### config.mk
export PLATFORM = sky130hd
export DESIGN_NAME = tws_slave_port
export DESIGN_NICKNAME = d
export VERILOG_FILES = /design/src/core/tws_pkg.sv /design/src/core/tws_slave_port.sv /design/src/core/tws_fifo.sv
export VERILOG_INCLUDE_DIRS = /design/src /design/src/core
export SDC_FILE = /design/constraint.sdc
export NUM_CORES = 1
export LEC_CHECK = 0
export BUFFER_PORTS_ARGS = -buffer_cell sky130_fd_sc_hd__buf_4
export CORE_MARGIN = 2
export CORE_UTILIZATION = 55
export DETAILED_ROUTE_END_ITERATION = 8
export PLACE_DENSITY_LB_ADDON = 0.25
export SLEW_MARGIN = 20
export SYNTH_ARGS = -nofsm -noshare
export SYNTH_HDL_FRONTEND = slang
export SYNTH_SLANG_ARGS = --single-unit
### constraint.sdc
create_clock -name i_clk -period 3.1 [get_ports i_clk]
set_input_delay 0.31 -clock i_clk [delete_from_list [all_inputs] [get_ports i_clk]]
set_output_delay 0.31 -clock i_clk [all_outputs]
set_load 0.1 [all_outputs]
### src/core/tws_cfg.svh
// constants of the two-wire sensor slave port
//
// Operation
// sda falling while scl high is a start; it begins a transfer.
// port watches both lines and stays silent until a start is seen.
// sda rising while scl high is a stop; it ends the transfer.
// sda must hold still while scl is high; it changes only when low.
// idle bus keeps both sda and scl high.
// host is master and makes every clock; port never drives scl.
// every byte, address or data, moves most significant bit first.
// access is start, address byte, one or more data bytes, stop.
// accept only addresses whose top four bits equal the fixed prefix.
// acknowledge only when low three address bits match the select pins.
// eighth address bit: one asks for a read, zero for a write.
// host releases sda after eight bits; port pulls it low on ninth clock.
// after address ack host sends write data or clocks out read data.
// acknowledge each written data byte once it is taken into storage.
// transmitter ends every exchange with a stop condition.
// selector is eight bits write only; low two bits pick the register.
// selector 00 temperature, 01 configuration, 10 hysteresis, 11 setpoint.
// configuration register is eight bits, readable and writable.
// temperature, setpoint, hysteresis are 16-bit two's complement half degrees.
// in interrupt mode any register read returns the alert to inactive.
// first written byte loads selector; later bytes fill it, high byte first.
// on address mismatch leave sda released and ignore bus until next start.
`ifndef TWS_CFG_SVH
`define TWS_CFG_SVH

// ==========================================================================
// bus address and bit counting
`define TWS_ADDR_PREFIX   4'h9
`define TWS_BIT_LAST      3'h7
`define TWS_BIT_FIRST     3'h0
`define TWS_PIN_IDLE      5'h1F

// ==========================================================================
// selector codes and configuration fields
`define TWS_SEL_TEMP      2'h0
`define TWS_SEL_CONFIG    2'h1
`define TWS_SEL_HYST      2'h2
`define TWS_SEL_SETPOINT  2'h3
`define TWS_CFG_SHUTDOWN  0
`define TWS_CFG_INTMODE   1
`define TWS_CFG_POLARITY  2

// ==========================================================================
// reset values
`define TWS_RST_CONFIG    8'h00
`define TWS_RST_SETPOINT  16'h0000
`define TWS_RST_HYST      16'h0000
`define TWS_RST_SEL       2'h0

// ==========================================================================
// write buffer shape: pointer flag above one data byte
`define TWS_FIFO_DEPTH    32
`define TWS_FIFO_WIDTH    9
`define TWS_FIFO_PTR_BIT  8

`endif

### src/core/tws_pkg.sv
// types shared by the two-wire sensor slave port
package tws_pkg;

  // ========================================================================
  // bus sequencer states
  typedef enum logic [2:0] {
    TWS_IDLE,
    TWS_ADDR,
    TWS_ADDR_ACK,
    TWS_WDATA,
    TWS_WACK,
    TWS_RDATA,
    TWS_RACK,
    TWS_IGNORE
  } tws_state_type;

  typedef logic [1:0] tws_sel_type;

endpackage : tws_pkg

### src/core/tws_slave_port.sv
// two-wire serial slave port with register set and alert pin of a sensor
`timescale 1ns/1ps
`default_nettype none
`include "tws_cfg.svh"
module tws_slave_port
  import tws_pkg::*;
#(
  parameter int FIFO_DEPTH = `TWS_FIFO_DEPTH
) (
  input  wire logic        i_clk,
  input  wire logic        i_rstn,
  input  wire logic        i_scl,
  input  wire logic        i_sda,
  output logic             o_sda_o,
  output logic             o_sda_oe,
  input  wire logic        i_addr_select_hi,
  input  wire logic        i_addr_select_mid,
  input  wire logic        i_addr_select_lo,
  input  wire logic [15:0] i_temperature,
  input  wire logic        i_alert_trip,
  input  wire logic        i_write_hold,
  output logic             o_alert_output_o,
  output logic             o_alert_output_oe,
  output logic [7:0]       o_config,
  output logic [15:0]      o_setpoint,
  output logic [15:0]      o_hysteresis_threshold,
  output logic             o_reg_write,
  output logic [1:0]       o_reg_write_sel,
  output logic             o_reg_read
);

  // ========================================================================
  // elaboration check on buffer depth
  if (FIFO_DEPTH < 2) begin : g_bad_depth
    $error("tws_slave_port needs a write buffer of at least two words");
  end

  // ========================================================================
  // helper functions

  // prefix and select pins must both agree
  function automatic logic addr_match(input logic [7:0] addr_byte,
                                      input logic [2:0] pins);
    // prefix check
    addr_match = (addr_byte[7:4] == `TWS_ADDR_PREFIX) &&
    // select pins match
                 (addr_byte[3:1] == pins);
  endfunction : addr_match

  // byte of the selected register to shift out
  function automatic logic [7:0] reg_byte(input tws_sel_type  sel,
                                          input logic         lo_half,
                                          input logic [15:0]  temp,
                                          input logic [7:0]   cfg,
                                          input logic [15:0]  hyst,
                                          input logic [15:0]  setp);
    logic [15:0] word;
    word = 16'h0000;
    // selector decode
    case (sel)
      `TWS_SEL_TEMP:     word = temp;
      `TWS_SEL_HYST:     word = hyst;
      `TWS_SEL_SETPOINT: word = setp;
      default:           word = 16'h0000;
    endcase
    // config reads as one byte
    if (sel == `TWS_SEL_CONFIG) reg_byte = cfg;
    else if (lo_half)           reg_byte = word[7:0];
    else                        reg_byte = word[15:8];
  endfunction : reg_byte

  // ========================================================================
  // pin synchronisers: three stages, a rise counts once stages two and three
  // are both high, a fall as soon as stage two goes low, so only single-sample high glitches are rejected

  logic [4:0] pin_s1;
  logic [4:0] pin_s2;
  logic [4:0] pin_s3;
  logic [4:0] pin_f;
  logic       scl_q;
  logic       sda_q;
  logic       scl_f;
  logic       sda_f;
  logic [2:0] sel_pins;

  always_ff @(posedge i_clk or negedge i_rstn) begin
    if (!i_rstn) begin
      pin_s1 <= `TWS_PIN_IDLE;
      pin_s2 <= `TWS_PIN_IDLE;
      pin_s3 <= `TWS_PIN_IDLE;
      pin_f  <= `TWS_PIN_IDLE;
    end else begin
      pin_s1 <= {i_scl, i_sda, i_addr_select_hi, i_addr_select_mid, i_addr_select_lo};
      pin_s2 <= pin_s1;
      pin_s3 <= pin_s2;
      pin_f  <= (pin_s2 & pin_s3) | (pin_f & ~(pin_s2 ^ pin_s3));
    end
  end

  assign scl_f    = pin_f[4];
  assign sda_f    = pin_f[3];
  assign sel_pins = pin_f[2:0];

  // previous filtered levels for edge finding; idle bus is high
  always_ff @(posedge i_clk or negedge i_rstn) begin
    if (!i_rstn) begin
      // idle levels high
      scl_q <= 1'b1;
      sda_q <= 1'b1;
    end else begin
      scl_q <= scl_f;
      sda_q <= sda_f;
    end
  end

  logic scl_rise;
  logic scl_fall;
  logic bus_start;
  logic bus_stop;

  assign scl_rise  = scl_f & ~scl_q;
  assign scl_fall  = ~scl_f & scl_q;
  // start detect
  assign bus_start = scl_f & scl_q & sda_q & ~sda_f;
  // stop detect
  assign bus_stop  = scl_f & scl_q & ~sda_q & sda_f;

  // ========================================================================
  // bus sequencer

  tws_state_type state;
  logic [2:0]    bit_cnt;
  logic          byte_full;
  logic [7:0]    rx_shift;
  logic [7:0]    tx_shift;
  logic          first_byte;
  logic          rd_lo;
  logic          host_ack;
  logic          read_pulse;
  tws_sel_type   selector;
  logic [7:0]    config_reg;
  logic [15:0]   setpoint;
  logic [15:0]   hyst;
  logic [7:0]    next_tx;
  logic          wr_byte_end;
  logic          fifo_in_ready;

  // next byte to send, picked from the live register set
  assign next_tx = reg_byte(selector, rd_lo, i_temperature, config_reg, hyst, setpoint);

  // a received data byte ends at the fall after its eighth bit
  assign wr_byte_end = (state == TWS_WDATA) & scl_fall & byte_full;

  always_ff @(posedge i_clk or negedge i_rstn) begin
    if (!i_rstn) begin
      state      <= TWS_IDLE;
      bit_cnt    <= `TWS_BIT_FIRST;
      byte_full  <= 1'b0;
      rx_shift   <= 8'h00;
      tx_shift   <= 8'h00;
      first_byte <= 1'b0;
      rd_lo      <= 1'b0;
      host_ack   <= 1'b0;
      o_sda_oe   <= 1'b0;
      read_pulse <= 1'b0;
    end else begin
      read_pulse <= 1'b0;
      if (bus_stop) begin
        // stop releases the bus
        state    <= TWS_IDLE;
        o_sda_oe <= 1'b0;
      end else if (bus_start) begin
        // start or repeated start
        state      <= TWS_ADDR;
        bit_cnt    <= `TWS_BIT_FIRST;
        byte_full  <= 1'b0;
        first_byte <= 1'b1;
        rd_lo      <= 1'b0; // every read access starts at the high byte
        o_sda_oe   <= 1'b0;
      end else begin
        case (state)
          // silent until start
          TWS_IDLE: begin
            o_sda_oe <= 1'b0;
          end
          TWS_ADDR, TWS_WDATA: begin
            if (scl_rise) begin
              // shift in msb first
              rx_shift  <= {rx_shift[6:0], sda_f};
              bit_cnt   <= bit_cnt + 1'b1;
              byte_full <= (bit_cnt == `TWS_BIT_LAST);
            end else if (scl_fall && byte_full) begin
              byte_full <= 1'b0;
              bit_cnt   <= `TWS_BIT_FIRST;
              if (state == TWS_ADDR) begin
                if (addr_match(rx_shift, sel_pins)) begin
                  // pull low for the ninth clock
                  state    <= TWS_ADDR_ACK;
                  o_sda_oe <= 1'b1;
                end else begin
                  // mismatch stays released
                  state <= TWS_IGNORE;
                end
              end else if (fifo_in_ready) begin
                // ack once the byte is stored
                state      <= TWS_WACK;
                o_sda_oe   <= 1'b1;
                first_byte <= 1'b0;
              end else begin
                // no room: refuse the byte and drop out
                state <= TWS_IGNORE;
              end
            end
          end
          TWS_ADDR_ACK: begin
            if (scl_fall) begin
              // eighth bit picks direction
              if (rx_shift[0]) begin
                // host clocks read data next
                state      <= TWS_RDATA;
                tx_shift   <= next_tx;
                o_sda_oe   <= ~next_tx[7];
                rd_lo      <= 1'b1;
                read_pulse <= 1'b1;
              end else begin
                state    <= TWS_WDATA;
                o_sda_oe <= 1'b0;
              end
            end
          end
          TWS_WACK: begin
            if (scl_fall) begin
              state    <= TWS_WDATA;
              o_sda_oe <= 1'b0;
            end
          end
          TWS_RDATA: begin
            if (scl_fall) begin
              if (bit_cnt == `TWS_BIT_LAST) begin
                // release for the host acknowledge clock
                state    <= TWS_RACK;
                bit_cnt  <= `TWS_BIT_FIRST;
                o_sda_oe <= 1'b0;
              end else begin
                // shift out msb first
                // change only while scl low
                tx_shift <= {tx_shift[6:0], 1'b0};
                o_sda_oe <= ~tx_shift[6];
                bit_cnt  <= bit_cnt + 1'b1;
              end
            end
          end
          TWS_RACK: begin
            if (scl_rise) begin
              host_ack <= ~sda_f;
            end else if (scl_fall) begin
              if (host_ack) begin
                state    <= TWS_RDATA;
                tx_shift <= next_tx;
                o_sda_oe <= ~next_tx[7];
                rd_lo    <= ~rd_lo;
              end else begin
                state <= TWS_IGNORE;
              end
            end
          end
          // ignore until next start
          TWS_IGNORE: begin
            o_sda_oe <= 1'b0;
          end
          default: begin
            state    <= TWS_IDLE;
            o_sda_oe <= 1'b0;
          end
        endcase
      end
    end
  end

  // open drain data pin only ever pulls low; scl is never driven
  assign o_sda_o = 1'b0;

  // ========================================================================
  // write buffer: bytes wait here until the register writer may take them

  logic [`TWS_FIFO_WIDTH-1:0] fifo_out_data;
  logic                       fifo_out_valid;
  logic                       fifo_out_ready;

  // writer stalls while the sensor core holds its registers
  assign fifo_out_ready = ~i_write_hold;

  tws_fifo #(
    .WIDTH (`TWS_FIFO_WIDTH),
    .DEPTH (FIFO_DEPTH)
  ) u_fifo (
    .i_clk       (i_clk),
    .i_rstn      (i_rstn),
    .i_in_valid  (wr_byte_end),
    .o_in_ready  (fifo_in_ready),
    .i_in_data   ({first_byte, rx_shift}),
    .o_out_valid (fifo_out_valid),
    .i_out_ready (fifo_out_ready),
    .o_out_data  (fifo_out_data)
  );

  // ========================================================================
  // register writer

  logic wr_lo;
  logic pop;

  assign pop = fifo_out_valid & fifo_out_ready;

  always_ff @(posedge i_clk or negedge i_rstn) begin
    if (!i_rstn) begin
      selector        <= `TWS_RST_SEL;
      config_reg      <= `TWS_RST_CONFIG;
      setpoint        <= `TWS_RST_SETPOINT;
      hyst            <= `TWS_RST_HYST;
      wr_lo           <= 1'b0;
      o_reg_write     <= 1'b0;
      o_reg_write_sel <= `TWS_RST_SEL;
    end else begin
      o_reg_write <= 1'b0;
      if (pop) begin
        if (fifo_out_data[`TWS_FIFO_PTR_BIT]) begin
          // selector keeps only the low two bits
          // first byte loads the selector
          selector <= fifo_out_data[1:0];
          wr_lo    <= 1'b0;
        end else begin
          o_reg_write     <= (selector != `TWS_SEL_TEMP);
          o_reg_write_sel <= selector;
          // later bytes, high byte first
          wr_lo <= ~wr_lo;
          case (selector)
            // config is writable
            `TWS_SEL_CONFIG: config_reg <= fifo_out_data[7:0];
            // sixteen-bit thresholds
            `TWS_SEL_HYST: begin
              if (wr_lo) hyst[7:0]  <= fifo_out_data[7:0];
              else       hyst[15:8] <= fifo_out_data[7:0];
            end
            `TWS_SEL_SETPOINT: begin
              if (wr_lo) setpoint[7:0]  <= fifo_out_data[7:0];
              else       setpoint[15:8] <= fifo_out_data[7:0];
            end
            // temperature is read only; writes fall away
            default: wr_lo <= ~wr_lo;
          endcase
        end
      end
    end
  end

  assign o_config               = config_reg;
  assign o_setpoint             = setpoint;
  assign o_hysteresis_threshold = hyst;
  assign o_reg_read             = read_pulse;

  // ========================================================================
  // alert pin: comparator follows the trip level, interrupt mode latches

  logic trip_q;
  logic shdn_q;
  logic alert_latch;
  logic alert_active;
  logic int_mode;

  assign int_mode     = config_reg[`TWS_CFG_INTMODE];
  assign alert_active = int_mode ? alert_latch : i_alert_trip;

  always_ff @(posedge i_clk or negedge i_rstn) begin
    if (!i_rstn) begin
      trip_q      <= 1'b0;
      shdn_q      <= 1'b0;
      alert_latch <= 1'b0;
    end else begin
      trip_q <= i_alert_trip;
      shdn_q <= config_reg[`TWS_CFG_SHUTDOWN];
      // new trip wins over a clear in the same cycle
      if (int_mode && i_alert_trip && !trip_q) begin
        alert_latch <= 1'b1;
      // any read clears interrupt
      end else if (read_pulse || !int_mode ||
                   (config_reg[`TWS_CFG_SHUTDOWN] && !shdn_q)) begin
        alert_latch <= 1'b0;
      end
    end
  end

  // open drain: pull low when the active level is low, or when idle and high
  always_ff @(posedge i_clk or negedge i_rstn) begin
    if (!i_rstn) begin
      o_alert_output_oe <= 1'b0;
    end else begin
      o_alert_output_oe <= alert_active ^ config_reg[`TWS_CFG_POLARITY];
    end
  end

  assign o_alert_output_o = 1'b0;

endmodule : tws_slave_port
`default_nettype wire

### src/core/tws_fifo.sv
// synchronous fifo between the bus receiver and the register writer
`timescale 1ns/1ps
`default_nettype none
module tws_fifo #(
  parameter int WIDTH = 9,
  parameter int DEPTH = 32
) (
  input  wire logic             i_clk,
  input  wire logic             i_rstn,
  input  wire logic             i_in_valid,
  output logic                  o_in_ready,
  input  wire logic [WIDTH-1:0] i_in_data,
  output logic                  o_out_valid,
  input  wire logic             i_out_ready,
  output logic      [WIDTH-1:0] o_out_data
);

  localparam int AW = $clog2(DEPTH);

  // ========================================================================
  // elaboration check: pointers wrap only on a power of two
  if (DEPTH < 2 || (1 << AW) != DEPTH) begin : g_bad_depth
    $error("tws_fifo depth must be a power of two of at least 2");
  end

  logic [WIDTH-1:0] mem [DEPTH];
  logic [AW-1:0]    wr_ptr;
  logic [AW-1:0]    rd_ptr;
  logic [AW:0]      count;
  logic             push;
  logic             pop;

  // honest flags straight from the occupancy count
  assign o_in_ready  = (count != (AW+1)'(DEPTH));
  assign o_out_valid = (count != '0);
  assign push        = i_in_valid & o_in_ready;
  assign pop         = o_out_valid & i_out_ready;
  assign o_out_data  = mem[rd_ptr];

  // ========================================================================
  // storage array, no reset needed on data
  always_ff @(posedge i_clk) begin
    if (push) begin
      mem[wr_ptr] <= i_in_data;
    end
  end

  // pointers and count
  always_ff @(posedge i_clk or negedge i_rstn) begin
    if (!i_rstn) begin
      wr_ptr <= '0;
      rd_ptr <= '0;
      count  <= '0;
    end else begin
      if (push) wr_ptr <= wr_ptr + 1'b1;
      if (pop)  rd_ptr <= rd_ptr + 1'b1;
      if (push && !pop) count <= count + 1'b1;
      else if (pop && !push) count <= count - 1'b1;
    end
  end

endmodule : tws_fifo
`default_nettype wire

==> reports/results.ini <==
[power]
swShare=0.386
power_frac_seq=0.368
vdd_drop_max_v=0.000525
power.net_switching_mw=7.59
power_frac_clock=0.247
combPwrFrac=0.384
p_int_mw=12.1
finalPower_mw=19.6
power.density_mw_per_mm2=1010
p_leak_nw=7.48

[logic_synthesis]
syn_avg_cell_area_um2=16.0
ys_types=65
async_reset_ff_frac=0.285
ys.flop_type=edfxtp_1
synth_area_leaders=edfxtp_1, dfrtp_1, mux2i_1, mux4_2, dfstp_2
ys_ff_latch=403
syn_inst=1047
synth_top_cell_by_area=edfxtp_1
synth_edf_count=288
ys_seq_area_frac=0.689
synth.top_cell.area_share=0.516
synth_area_mm2=0.0168
yosys_warnings=0

[setup_path]
path_max_fanout=10
crit_arrival_ns=3.30
crit_required_ns=3.51
cp-start-kind=register
endpoint_kind=register
r2r-end=o_hysteresis_threshold[6]
ff2ff_path_depth=7
r2r_setup_slack_ns=0.21
regToRegStartpoint=u_fifo.rd_ptr[2]
path_class=register to register

[timing]
worst_pin_slew_ns=0.949
clock_skew_ns=0.0174
max_slew_margin=0.367
fin_setup_tns_ns=0
slew_violations=0
post-route-period-util=0.933
hold_viol=0
whs_ns=0.199
rsz0062_at_grt=no
period_needed_ns=2.89
max_freq_ghz=0.346
finalSetupViolCount=0

[clocking]
clock_latency_ns=0.53
cts_sinks=403
post_cts_buffers=0
cts_tree=yes
cts_max_level=2
root_buffer=clkbuf_16
clkTransAtPathRegs_ns=0.06
cts_buffers=41
clockBufferDepth=3

[layout]
layout-drive-gt1-share=0.243
utilization=0.654
diodes=0
nets=1226
area_delta_synth_final_pct=16.2

[flow_run]
maxCapViolations=0

[global_routing]
grt_max_degree=55
overflow=0
grt_pass1_wl_um=54900
grt_pass1_vias=9423
grt_usage=0.230
antenna_found_initial=0

[route]
antenna_left=0
drtPass1Iterations=5
first_iter_violations=764
vias_per_cell=5.96
wire_per_inst_um=22.3
drt_wl_total_um=35800
vias=9570
drc_errors=0

[place]
port_buffers=70
hpwl_um=23000
place.gp.congestion=0.830

[die]
io_pins=73
die_w_um=179
fp.dieH_um=179
core-area_mm2=0.0298
rows=63
die_area_mm2=0.0319
initial_core_util=0.563

[run_status]
outcome=complete, no violations

[hold_path]
whs_path_depth=4
worst_hold_path.endpoint=u_fifo.rd_ptr[0]
hp-start=i_write_hold
min_path_type=input port to register

synthesized netlist by cell type (all sizes together) (9+ instances only):
master	n
xnor2	10
mux2i	114
nand2b	10
o21ai	27
dfstp	22
a22o	16
nor3	12
inv	18
nor2	58
nor2b	9
a31oi	9
ha	17
mux2	61
edfxtp	288
buf	27
clkbuf	29
mux4	32
a221oi	9
nand2	44
a21oi	30
a22oi	17
dfrtp	93
state kept, by name, summed over array words and instances, names as in the netlist, 2 cells and up:
signal,cells
rx_shift,8
o_config,8
u_fifo.mem,288
u_fifo.wr_ptr,5
selector,2
pin_s1,5
u_fifo.count,6
o_setpoint,16
o_hysteresis_threshold,16
o_reg_write_sel,2
tx_shift,7
pin_s2,5
pin_f,5
state,3
u_fifo.rd_ptr,5
bit_cnt,3
pin_s3,5
power groups by stage:
stage                     Clock, mW  Sequential, mW  Combinational [mW]
after floorplan                   0            9.15                3.59
after global placement            0            7.30                7.47
after detailed placement          0            7.33                7.57
after CTS                      4.95            7.22                7.59
after global routing           5.16            7.30                8.03
final                          4.86            7.23                7.55
stage by stage:
stage | cell area (um^2) | instances | setup slack (ns)
detailed placement | 18100 | 1523 | 0.217
floorplan | 16800 | 1048 | 0.0358
global placement | 18100 | 1523 | 0.252
global route | 19500 | 1606 | 0.0684
CTS | 19500 | 1606 | 0.206
finish | 19500 | 1606 | 0.209
worst max-delay path by stage:
stage | from | endpoint | slack, ns | cells past startpoint
6_report | u_fifo.rd_ptr[2] | o_hysteresis_threshold[6] | 0.21 | 7
3_5_place_dp | scl_q | u_fifo.count[5] | 0.22 | 12
4_1_cts | scl_q | u_fifo.count[5] | 0.21 | 12
5_1_grt | scl_q | u_fifo.count[5] | 0.07 | 12
3_3_place_gp | u_fifo.rd_ptr[2] | o_setpoint[12] | 0.25 | 7
2_1_floorplan | scl_q | u_fifo.count[5] | 0.04 | 14
cell type report:
cell class | instances | area, um^2
Fill cell | 2072 | 10300
Timing Repair Buffer | 148 | 1180
Clock inverter | 15 | 170
Inverter | 18 | 67.6
Multi-Input combinational cell | 571 | 4880
Clock buffer | 61 | 1150
Sequential cell | 403 | 11600
Tap cell | 390 | 488
routing by layer:
metal | track usage | part of all wire
met1 | 0.314 | 0.43
met2 | 0.386 | 0.50
met3 | 0.0296 | 0.052
met4 | 0.0745 | 0.026
met5 | 0 | 0
kinds of logic (layout without fill, tap and decap cells):
kind of cell | Yosys count | after routing | share of synthesized area
AO/OA/AOI/OAI | 150 | 150 | 0.0612
XOR/XNOR | 18 | 18 | 0.00940
adder cells (fa/ha/maj) | 18 | 18 | 0.0139
buffers and inverters | 74 | 242 | 0.0213
flip-flops | 403 | 403 | 0.689
multiplexers | 207 | 207 | 0.152
other | 1 | 2 | 0.000224
AND/OR/NAND/NOR | 176 | 176 | 0.0527
layout by cell type (no fill, tap or decap), types with 6 or more instances in the layout:
master / synthesis / layout
a22oi_1: 17 / 17
mux2_2: 30 / 30
o21ai_1: 9 / 9
nand3_1: 6 / 6
xnor2_1: 10 / 10
a22o_1: 16 / 16
mux4_2: 32 / 32
a2bb2oi_1: 6 / 6
mux2_1: 29 / 29
clkbuf_16: 0 / 43
edfxtp_1: 288 / 288
nor2b_1: 9 / 8
nand2b_1: 10 / 10
a31oi_1: 9 / 9
ha_1: 17 / 17
nor3_1: 12 / 11
mux2i_1: 114 / 114
dlygate4sd3_1: 0 / 7
nand2_1: 44 / 44
clkbuf_1: 29 / 17
xor2_1: 8 / 8
a21oi_1: 30 / 30
dfrtp_1: 93 / 91
dfstp_2: 22 / 22
buf_4: 4 / 137
a221oi_1: 9 / 9
o21ai_0: 18 / 18
nand3b_1: 7 / 7
inv_1: 18 / 18
clkinv_1: 0 / 7
nor2_1: 57 / 57
o221ai_1: 8 / 8
a21o_1: 8 / 8
worst max-delay path, stage by stage (launching register included):
cell and delay [ns]:
dfrtp_1 0.48, nor2b_1 0.60, buf_4 0.33, a22o_1 0.16
nor3_1 0.06, a31oi_1 0.39, o221ai_1 0.38, mux2_1 0.39
timing repair:
action	CTS	global route
endpoints found under the hold margin	56	0
resized for setup	0	3
setup endpoints to repair	0	1
hold buffers	7	0
Power figures use the tool's default switching activity.
